===== src/usb_flags_regs.svh =====
// Register offsets, field positions, reset values and timing counts of the USB flag block.
`ifndef USB_FLAGS_REGS_SVH
`define USB_FLAGS_REGS_SVH
// ==========================================================================
// Register map (byte addresses)
`define FLAGS_OFFSET 12'h000
`define ERR_EN_OFFSET 12'h004
`define IRQ_MASK_OFFSET 12'h008
`define ERR_STATUS_OFFSET 12'h00c
`define LINK_CTRL_OFFSET 12'h010
// ==========================================================================
// Flag bit positions
`define STALL_BIT 7
`define ATTACH_BIT 6
`define RESUME_BIT 5
`define IDLE_BIT 4
`define TOKEN_BIT 3
`define SOF_BIT 2
`define ERROR_BIT 1
`define DETACH_BIT 0
// ==========================================================================
// Reset values and masks
`define FLAGS_RESET 8'h00
`define ERR_EN_RESET 8'h00
`define IRQ_MASK_RESET 8'h00
`define ERR_EN_IMPL 8'hbf
// ==========================================================================
// Timing
`define CLK_MHZ 50
`define ATTACH_TIME_NS 2500
`define RESUME_TIME_NS 2500
`define IDLE_TIME_US 3000
`define ATTACH_CYCLES ((`ATTACH_TIME_NS * `CLK_MHZ + 999) / 1000)
`define RESUME_CYCLES ((`RESUME_TIME_NS * `CLK_MHZ + 999) / 1000)
`define IDLE_CYCLES (`IDLE_TIME_US * `CLK_MHZ)
`endif


===== src/usb_flags_pkg.sv =====
// Types shared by the USB flag block.
package usb_flags_pkg;
  typedef enum logic [1:0] {
    LINE_SE0 = 2'h0,
    LINE_J = 2'h1,
    LINE_K = 2'h2,
    LINE_SE1 = 2'h3
  } line_state_t;
endpackage : usb_flags_pkg


===== src/usb_flags.sv =====
// USB interrupt flag and error enable block with an APB register port.
`timescale 1ns/1ps
`default_nettype none
`include "usb_flags_regs.svh"
module usb_flags #(
  parameter int IDLE_COUNT = `IDLE_CYCLES
) (
  // Clock and reset
  input wire logic ref_clk,
  input wire logic nrst,
  // APB slave
  input wire logic psel,
  input wire logic penable,
  input wire logic pwrite,
  input wire logic [11:0] paddr,
  input wire logic [31:0] pwdata,
  input wire logic [3:0] pstrb,
  output logic [31:0] prdata,
  output logic pready,
  output logic pslverr,
  // USB link events
  input wire usb_flags_pkg::line_state_t line_state,
  input wire logic low_speed,
  input wire logic bus_activity,
  input wire logic in_bus_reset,
  input wire logic stall_sent,
  input wire logic token_done,
  input wire logic sof_event,
  input wire logic detach_event,
  input wire logic [7:0] error_events,
  // Interrupt
  output logic usb_irq
);
  import usb_flags_pkg::*;

  // ==========================================================================
  // State
  logic [7:0] flags_reg;
  logic [7:0] flags_next;
  logic [7:0] err_en_reg;
  logic [7:0] err_en_next;
  logic [7:0] mask_reg;
  logic [7:0] mask_next;
  logic [7:0] err_stat_reg;
  logic [7:0] err_stat_next;
  logic detach_lock_reg;
  logic detach_lock_next;
  logic [31:0] prdata_reg;
  logic [31:0] prdata_next;

  logic wr_acc;
  logic rd_acc;
  logic addr_ok;
  logic word_wr;
  logic attach_hit;
  logic resume_hit;
  logic idle_hit;
  logic k_state;
  logic idle_state;
  logic [7:0] set_vec;
  logic [7:0] clr_vec;

  // ==========================================================================
  // Line timers
  assign k_state = low_speed ? (line_state == LINE_J) : (line_state == LINE_K);
  assign idle_state = low_speed ? (line_state == LINE_K) : (line_state == LINE_J);

  hold_timer #(.COUNT(`ATTACH_CYCLES)) attach_timer (
    .ref_clk(ref_clk),
    .nrst(nrst),
    .cond(line_state != LINE_SE0 && !bus_activity),
    .reached(attach_hit)
  );

  hold_timer #(.COUNT(`RESUME_CYCLES)) resume_timer (
    .ref_clk(ref_clk),
    .nrst(nrst),
    .cond(k_state),
    .reached(resume_hit)
  );

  hold_timer #(.COUNT(IDLE_COUNT)) idle_timer (
    .ref_clk(ref_clk),
    .nrst(nrst),
    .cond(idle_state && !bus_activity),
    .reached(idle_hit)
  );

  // ==========================================================================
  // Bus decode
  assign wr_acc = psel && penable && pwrite;
  assign rd_acc = psel && !penable && !pwrite;
  assign addr_ok = paddr == `FLAGS_OFFSET || paddr == `ERR_EN_OFFSET ||
                   paddr == `IRQ_MASK_OFFSET || paddr == `ERR_STATUS_OFFSET;
  // A flags or error status write without both pstrb[0] and pstrb[1] is ignored so that a byte write never clears flags.
  assign word_wr = wr_acc && pstrb[0] && pstrb[1];
  assign pready = 1'b1;
  assign pslverr = psel && penable && !addr_ok;

  always_comb
  begin
    set_vec = 8'h00;
    set_vec[`STALL_BIT] = stall_sent;
    set_vec[`ATTACH_BIT] = attach_hit;
    set_vec[`RESUME_BIT] = resume_hit;
    set_vec[`IDLE_BIT] = idle_hit;
    set_vec[`TOKEN_BIT] = token_done;
    set_vec[`SOF_BIT] = sof_event;
    set_vec[`ERROR_BIT] = |(error_events & err_en_reg);
    set_vec[`DETACH_BIT] = detach_event && !detach_lock_reg;
    clr_vec = 8'h00;
    if (word_wr && paddr == `FLAGS_OFFSET)
      clr_vec = pwdata[7:0];
  end

  // ==========================================================================
  // Registers
  always_comb
  begin
    flags_next = (flags_reg & ~clr_vec) | set_vec;
    err_stat_next = err_stat_reg | error_events;
    if (word_wr && paddr == `ERR_STATUS_OFFSET)
      err_stat_next = (err_stat_reg & ~pwdata[7:0]) | error_events;
    detach_lock_next = detach_lock_reg;
    if (detach_event)
      detach_lock_next = 1'b1;
    else if (!in_bus_reset)
      detach_lock_next = 1'b0;
    err_en_next = err_en_reg;
    if (wr_acc && paddr == `ERR_EN_OFFSET && pstrb[0])
      err_en_next = pwdata[7:0] & `ERR_EN_IMPL;
    mask_next = mask_reg;
    if (wr_acc && paddr == `IRQ_MASK_OFFSET && pstrb[0])
      mask_next = pwdata[7:0];
    prdata_next = prdata_reg;
    if (rd_acc)
    begin
      unique case (paddr)
        `FLAGS_OFFSET: prdata_next = {24'h000000, flags_reg};
        `ERR_EN_OFFSET: prdata_next = {24'h000000, err_en_reg};
        `IRQ_MASK_OFFSET: prdata_next = {24'h000000, mask_reg};
        `ERR_STATUS_OFFSET: prdata_next = {24'h000000, err_stat_reg};
        default: prdata_next = 32'h00000000;
      endcase
    end
  end

  always_ff @(posedge ref_clk)
  begin
    if (!nrst)
    begin
      flags_reg <= `FLAGS_RESET;
      err_en_reg <= `ERR_EN_RESET;
      mask_reg <= `IRQ_MASK_RESET;
      err_stat_reg <= 8'h00;
      detach_lock_reg <= 1'b0;
      prdata_reg <= 32'h00000000;
    end
    else
    begin
      flags_reg <= flags_next;
      err_en_reg <= err_en_next;
      mask_reg <= mask_next;
      err_stat_reg <= err_stat_next;
      detach_lock_reg <= detach_lock_next;
      prdata_reg <= prdata_next;
    end
  end

  assign prdata = prdata_reg;
  // Level request while any enabled flag stands.
  assign usb_irq = |(flags_reg & mask_reg);

  // ==========================================================================
  // Checks
  stall_sets_a: assert property (@(posedge ref_clk) disable iff (!nrst)
    stall_sent |=> flags_reg[`STALL_BIT]) else $error("stall flag not set");
  attach_sets_a: assert property (@(posedge ref_clk) disable iff (!nrst)
    attach_hit |=> flags_reg[`ATTACH_BIT]) else $error("attach flag not set");
  resume_sets_a: assert property (@(posedge ref_clk) disable iff (!nrst)
    resume_hit |=> flags_reg[`RESUME_BIT]) else $error("resume flag not set");
  token_sets_a: assert property (@(posedge ref_clk) disable iff (!nrst)
    token_done |=> flags_reg[`TOKEN_BIT]) else $error("token flag not set");
  masked_error_a: assert property (@(posedge ref_clk) disable iff (!nrst)
    (!flags_reg[`ERROR_BIT] && !(|(error_events & err_en_reg)))
    |=> !flags_reg[`ERROR_BIT]) else $error("masked error set flag");
  detach_lock_a: assert property (@(posedge ref_clk) disable iff (!nrst)
    (detach_lock_reg && in_bus_reset && !flags_reg[`DETACH_BIT])
    |=> !flags_reg[`DETACH_BIT]) else $error("detach flag reasserted");
  zero_keeps_a: assert property (@(posedge ref_clk) disable iff (!nrst)
    (flags_reg[`SOF_BIT] && !clr_vec[`SOF_BIT]) |=> flags_reg[`SOF_BIT])
    else $error("flag lost without clear");
  upper_zero_a: assert property (@(posedge ref_clk) disable iff (!nrst)
    $past(rd_acc) |-> prdata[31:16] == 16'h0000) else $error("upper bits nonzero");
  irq_level_a: assert property (@(posedge ref_clk) disable iff (!nrst)
    ((|(set_vec & mask_reg)) && !(wr_acc && paddr == `IRQ_MASK_OFFSET))
    |=> usb_irq) else $error("irq not raised");
  en_reserved_a: assert property (@(posedge ref_clk) disable iff (!nrst)
    !err_en_reg[6]) else $error("unused enable bit set");
  stall_cov_c: cover property (@(posedge ref_clk) stall_sent ##1 usb_irq);
  clear_cov_c: cover property (@(posedge ref_clk) flags_reg != 8'h00 ##1 word_wr);
  idle_cov_c: cover property (@(posedge ref_clk) idle_hit);
endmodule : usb_flags
`default_nettype wire


===== src/hold_timer.sv =====
// Counter that reports when a condition has held for a number of cycles.
`timescale 1ns/1ps
`default_nettype none
module hold_timer #(
  parameter int COUNT = 125
) (
  // Clock and reset
  input wire logic ref_clk,
  input wire logic nrst,
  // Condition
  input wire logic cond,
  output logic reached
);
  localparam int W = $clog2(COUNT + 1);
  logic [W-1:0] cnt_reg;
  logic [W-1:0] cnt_next;
  logic fired_reg;
  logic fired_next;

  always_comb
  begin
    cnt_next = cnt_reg;
    fired_next = fired_reg;
    if (!cond)
    begin
      cnt_next = '0;
      fired_next = 1'b0;
    end
    else if (cnt_reg != W'(COUNT))
      cnt_next = cnt_reg + W'(1);
    if (cond && cnt_reg == W'(COUNT - 1))
      fired_next = 1'b1;
  end

  always_ff @(posedge ref_clk)
  begin
    if (!nrst)
    begin
      cnt_reg <= '0;
      fired_reg <= 1'b0;
    end
    else
    begin
      cnt_reg <= cnt_next;
      fired_reg <= fired_next;
    end
  end

  // One pulse, once per unbroken stretch of the condition.
  assign reached = cond && cnt_reg == W'(COUNT - 1) && !fired_reg;
endmodule : hold_timer
`default_nettype wire


===== config.mk =====
export PLATFORM = sky130hd
export DESIGN_NAME = usb_flags
export DESIGN_NICKNAME = d
export VERILOG_FILES = /design/src/usb_flags_pkg.sv /design/src/usb_flags.sv /design/src/hold_timer.sv
export VERILOG_INCLUDE_DIRS = /design/src /design/src/src
export SDC_FILE = /design/constraint.sdc
export NUM_CORES = 1
export LEC_CHECK = 0
export BUFFER_PORTS_ARGS = -buffer_cell sky130_fd_sc_hd__buf_4
export CORE_AREA = 5 5 85 94
export DETAILED_ROUTE_END_ITERATION = 10
export DIE_AREA = 0 0 90 99
export PLACE_DENSITY = 0.83
export SLEW_MARGIN = 30
export SYNTH_ARGS = -nofsm -noshare
export SYNTH_HDL_FRONTEND = slang
export SYNTH_SLANG_ARGS = --single-unit

===== constraint.sdc =====
create_clock -name ref_clk -period 4.1 [get_ports ref_clk]
set_input_delay 0.41 -clock ref_clk [delete_from_list [all_inputs] [get_ports ref_clk]]
set_output_delay 0.41 -clock ref_clk [all_outputs]
set_load 0.02 [all_outputs]

==> results summary, run 1 <==
The count of warnings emitted by yosys is 0. The per-cell routed wire length is 14.52 µm. The share of flip-flops with an asynchronous set or reset is 0. The terminus of the critical flop-to-flop path is idle_timer.cnt_reg[14]$_SDFFE_PN0P_. Setup violations remaining at the end of the flow were counted as 0. The share of post-route cells with drive strength above 1 is 0.1751.

The instance count of the mapped netlist came out at between 400 and 500. The net count of the finished layout is approximately 550. For this run, the total global-route usage over all layers was measured as 0.1829. For this block, the initial DRC count from the detailed router was roughly 260.

The endpoint required time on the critical path came out at 4.37 ns. The critical path in this run is classified as primary input to register. The final worst-path cycle share is 0.5723. The flip-flop count of the largest register after layout came out at 18.

The number of global-route vias before repair came out at 2,989. Yosys attributes the largest share of cell area to dfxtp_1, buf_4, mux2i_1. In the layout the commonest cells are dfxtp_1, buf_4, nand2_1. The non-filler instance count after layout is 559. The power density over the cells came out at 341.8 nW/µm². Setup repair after global routing left no endpoint under its margin. The clock root buffer master is clkbuf_8.

The largest fanout of any net on the critical path is 11. On the final layout, the worst clock skew is 0.006854 ns. The final sum of negative setup slack came out at 0 ns.

The peak supply drop is roughly 220 µV. Counting flops and latches in the post-synthesis netlist gives 75. The final global-route overflow total is 0.

The count of flip-flops with a built-in enable after synthesis is 0. The largest net degree at the start of global routing came out at between 40 and 50. The clock passes through at most 2 buffers. The standard cell core area came out at approximately 7000 µm².

The number of max-slew violations in the final report is 0. For this run, design rule violations remaining after detail routing come to 0. The layout overhead on the synthesized area is 14.71%. Measured against its own limit, the worst slew margin works out to 0.4894. Routability-driven placement finished with a final weighted congestion of ~0.8. The detail route stage leaves a number of antenna-violating nets equal to 0.

From bottom edge to top edge, the die measures 99 µm. The half-perimeter wire length of the detailed placement result came out at ~6100 µm. The reported leakage power is 1.658 nW. The hold violation total from the final report came out at 0. In this run the critical register-to-register path is launched from idle_timer.cnt_reg[0]$_SDFFE_PN0P_. The number of port buffers came out at 53. The data arrival time of the worst path came out at 2.62 ns. The area of the die is 8910 µm². The number of iterations in the first detailed-routing pass came out at 4.

At the end of the flow the core is filled with cells to 0.6227. The startpoint of the tightest hold check path is pwdata[7]. The number of vias per cell after detailed routing is 5.533. The number of unique standard cell types used by synthesis is 56. The maximum clock frequency came out at 426.2 MHz. The mean instance size in the synthesized netlist came out at 8.931 µm².

The number of gates resized after cts came out at 0. The number of sinks on the clock net came out at 75. The final period demand of the worst path is 2.347 ns. The total instance count after detailed placement came out at 544.

After detailed routing, the total wire length is approximately 8100 µm. The worst reg-to-reg path cell count came out at 5. In the synthesized netlist the dominant register cell turns out to be dfxtp_1. The tightest min-delay check is of the primary input to register type. The fraction of the yosys area taken by sequential cells is 0.3993. The overall die width came out at about 90 µm. In this run the core area contains 32 standard-cell rows. The library cell used most frequently in the layout, excluding fill and tap cells, is dfxtp_1. TritonCTS built the clock tree. The number of diodes is 0. The total design power is roughly 0.0015 W. The worst hold path terminates at flags_reg[7]$_SDFF_PN0_. Pin placement for this block handled 105 I/O pins.

The global-route wire length before repair is ~14,000 µm. The number of CTS-inserted buffers is 9. The count of hold buffers inserted by post-cts repair is 0.

The combined area of all synthesized cells is 3760 µm². The number of antenna violations at the first check in global routing is 0. The later pin in the worst-skew pair is clocked with a latency of between 0.3 and 0.4 ns. Max-cap violations in this run came to 0. The flow ran to the end, and the final reports show no timing, DRC or antenna violations. Of the post-synthesis cell area, the dominant cell type holds 0.3993. The synthesized design spends more area on one cell type than any other, namely dfxtp_1. STA classifies the critical path startpoint as a primary input. For flop-to-flop paths, the worst setup slack is 2.11 ns.

The number of setup buffers added after CTS is 0. The clock-pin transition on the worst setup and hold timing paths came out at around 0.08 ns. The maximum level of the CTS H-tree came out at 3. The initial utilization of the core area, before any placement, comes to 0.5428. Along the worst hold path, the cell count comes to 2. STA classifies the critical path endpoint as a register. Summing over every cut layer, the via total after detailed routing is 3,093. The worst-margin pin slew came out at about 0.76 ns.
## cell families after synthesis
logic type / Yosys count / synth area share
mux: 25 / 0.09018
fa+ha+maj: 8 / 0.02662
flops: 75 / 0.3993
compound gates: 79 / 0.1354
other cells: 2 / 0.001997
simple gates: 142 / 0.2033
buf+inv: 71 / 0.09883
xor+xnor: 19 / 0.04426
## Yosys cell counts, types with 3 or more instances
master and n:
o21a_1 4, nand3_1 16, nor4_1 3, nand2b_1 3
ha_1 8, a41oi_1 8, o31ai_1 4, nand4_1 10
clkbuf_1 8, a31oi_1 7, a21oi_1 18, mux2i_1 17
o21ai_0 20, nor3b_1 3, xnor2_1 9, mux4_2 7
a22oi_1 6, inv_1 32, nor2b_1 5, nand2_1 43
or4_1 5, nor3_1 9, nor2_1 22, dfxtp_1 75
buf_4 27, xor2_1 10, and3_1 4, and3b_1 3
and2_1 3
## critical path, stage by stage
cell and delay [ns]:
buf_4 0.11, or4_4 0.55, nor4_4 0.50, buf_4 0.28
and3b_1 0.52, mux2i_1 0.24
## through the flow
step	worst slack [ns]	hold WS, ns	area, µm²
after global routing	1.665	0.2618	4313
after floorplan	2.205	0.4257	3846
after global placement	1.488	0.4328	4106
after CTS	1.767	0.2473	4313
after detailed placement	1.421	0.4399	4106
final	1.753	0.2600	4313
## routing by layer
layer / GRT usage / share of wire
met5: 0 / 0
met4: 0.08477 / 0.020
met3: 0.03435 / 0.055
met2: 0.3080 / 0.50
met1: 0.2261 / 0.43
## final cells by class
type,count,area [µm²]
multi-input cells,298,1973
well taps,85,106.4
repair buffers,54,405.4
fillers,586,2614
clock buffers,10,127.6
flip-flops and latches,75,1501
inverters,32,120.1
clock inverters,5,78.83
## power by group
part           internal, W  leakage [nW]  switching [W]  total [W]
clock network     0.000339         0.106       0.000268   0.000606
registers         0.000739         0.609     0.00000794   0.000747
logic            0.0000509         0.944      0.0000701   0.000121
## worst max path at each step
| stage | start | end | depth (start not counted) |
|---|---|---|---|
| global route | paddr[9] | mask_reg[0]$_SDFFE_PN0P_ | 6 |
| global placement | paddr[9] | mask_reg[2]$_SDFFE_PN0P_ | 6 |
| finish | paddr[9] | mask_reg[2]$_SDFFE_PN0P_ | 6 |
| floorplan | paddr[9] | mask_reg[0]$_SDFFE_PN0P_ | 5 |
| CTS | paddr[9] | mask_reg[6]$_SDFFE_PN0P_ | 6 |
| detailed placement | paddr[9] | mask_reg[7]$_SDFFE_PN0P_ | 6 |
(Power assumes the default switching activity.)
==> inputs of run 2 (changes only) <==
Settings changed: CORE_AREA 5 5 85 94 to 5 5 88 98, DIE_AREA 0 0 90 99 to 0 0 93 103, PLACE_DENSITY 0.83 to 0.77.
Clock period 4.1 ns to 2.3 ns, I/O delays scaled along.
==> results summary, run 2 (same netlist as run 1, synthesis figures left out) <==
The run finished with clean final reports. The share of post-route cells with drive strength above 1 came out at 0.1820. The DRC violation count after routing is 0. The first routing iteration left roughly 100 violations. The per-cell routed wire length came out at 14.34 µm. The slowest stage of the critical path belongs to the cell or4_4. The total overflow left after global routing is 0. The critical path starts at idle_timer.cnt_reg[0]$_SDFFE_PN0P_.

The wire-length estimate of the detail-placed layout is slightly above 6000 µm. The number of sinks on the clock net is 75. The flip-flop count of the largest register after layout is 18. STA classifies the critical path startpoint as a register. The headroom to the max-slew limit came out at 0.5877. The global-route wire length before repair is 13,530 µm. Derived from the worst setup path, the maximum achievable clock frequency is about 500 MHz.

The reported leakage power is 1.680 nW. Across all setup checks in the final design, the least slack found is 0.2959 ns. The overall die width came out at 93 µm. STA classifies the critical path endpoint as a register.

Of the available clock period, the critical path in the final layout requires 0.8714. The data arrival time of the worst path is 2.28 ns. The weighted congestion at the end of routability-driven global placement is roughly 0.83. The clock-pin transition on the worst setup and hold timing paths came out at ~0.07 ns. The number of iterations in the first detailed-routing pass came out at 4. The startpoint of the tightest hold check path is pwdata[2]. The number of setup buffers added after CTS is 0.

The effective utilization at floorplan came out at 0.4910. The largest incremental delay on the critical path came out at 0.57 ns. Setup repair after global routing left no endpoint under its margin. The power density over the cells is 615.1 nW/µm². The largest net degree at the start of global routing is 47. Clock tree synthesis inserted a total of 9 buffers. The number of antenna violations at the first check in global routing was 0.

The setup clock skew after layout is 0.007712 ns. The H-tree was split into 3 levels. Counting buffers and inverters, the worst setup path is 5 cells deep. The worst-skew pair later-pin latency is 0.34 ns. The total number of vias is 3,118. The number of port buffers is 53. The net count of the finished layout is roughly 550. The maximum clock insertion buffer count is 2. The number of max-slew violations in the final report came out at 0.

The worst hold path stage count is 2. Among cell families on the critical path, the largest total delay comes from simple AND/OR/NAND/NOR gates. The post-layout instance area came out at 4363 µm². The worst slack after detailed placement is 0.2017 ns. The final sum of negative setup slack came out at 0 ns. The top cell types in the final layout, fill and taps aside, are dfxtp_1, buf_4, nand2_1. 0 antenna diodes ended up in the layout. The hold violation total from the final report came to 0.

The count of endpoints failing setup in the final report is 0. Walking the worst path, the cells encountered are ha_1 > nand3_4 > or4_4 > or4_1 > a21oi_1. The combined global-route utilization of all metal layers is 0.1776. The peak supply drop is roughly 670 µV. Pin placement for this block handled 105 I/O pins. The count of hold buffers inserted by post-cts repair is 0.

The number of global-route vias before repair is 2,958. The setup path with the least slack is of type register to register. Once detail routing completed, the nets flagged for antenna violations numbered 0. For the finished layout, the period the worst path requires is 2.004 ns. The row count is 34. The standard cell core area is 7657 µm². The floorplan step defined a die boundary enclosing roughly 9600 µm².

Leaving out fill and tap cells, the most frequent cell in the layout is dfxtp_1. Summed over all layers, the routed wires come to 8143 µm. TritonCTS built the clock tree. Data on the critical path is required at its endpoint by ~2.6 ns. Measured along the y axis, the die boundary spans between 100 and 150 µm. The worst register-to-register path begins at idle_timer.cnt_reg[0]$_SDFFE_PN0P_. The reported max-cap violation count is 0. The placed instance area is about 4100 µm². After detailed routing, the number of vias per cell comes to 5.489.

The number of gates resized after cts is 0. The total of fill cells in the finished design came out at 685. The critical path buffer and inverter count is 0. The worst reg-to-reg path cell count is 5. In this run the worst hold path is classified as primary input to register. The layout overhead on the synthesized area came out at 16.04%. The clock root buffer master is clkbuf_8. The worst-margin pin slew is 0.6143 ns. The largest fanout of any net on the critical path is 6.
run 2: final timing paths:
kind,to,slack (ns)
setup / recovery,idle_timer.cnt_reg[14]$_SDFFE_PN0P_,0.30
hold reg to reg,resume_timer.fired_reg$_SDFFE_PN0P_,0.45
setup reg to reg,idle_timer.cnt_reg[14]$_SDFFE_PN0P_,0.30
hold / removal,flags_reg[2]$_SDFF_PN0_,0.08
run 2: layout make-up:
class / count / area, µm² / share of cell area
Clock buffer: 12 / 155.1 / 0.03556
Tap cell: 90 / 112.6 / 0.02581
Inverter: 32 / 120.1 / 0.02753
Sequential cell: 75 / 1501 / 0.3441
Clock inverter: 4 / 72.57 / 0.01663
Multi-Input combinational cell: 298 / 1973 / 0.4523
Timing Repair Buffer: 57 / 427.9 / 0.09808
run 2: power by group:
| part | internal, W | switching [W] | total, W |
|---|---|---|---|
| Sequential | 0.00132 | 0.0000150 | 0.00133 |
| Combinational | 0.0000913 | 0.000123 | 0.000215 |
| Clock | 0.000669 | 0.000468 | 0.00114 |
| Total | 0.00208 | 0.000606 | 0.00268 |
run 2: routing by layer:
layer | share of wire | routed length, µm | up-vias | GRT usage
met5 | 0 | 0 | - | 0
met4 | 0.0077 | 63 | 0 | 0.05073
met3 | 0.066 | 537 | 6 | 0.05036
met2 | 0.50 | 4101 | 94 | 0.3114
met1 | 0.42 | 3440 | 1469 | 0.2136
li1 | - | - | 1549 | -
run 2: stage by stage:
stage               hold slack [ns]  utilization  cells  power [W]
floorplan                    0.3311            -    444   0.001515
CTS                         0.06437       0.5698    568   0.002721
global placement             0.4322       0.5400    552   0.001569
global route                0.06855       0.5698    568   0.002815
finish                      0.07913       0.5698    568   0.002684
detailed placement           0.4384       0.5400    552   0.001575
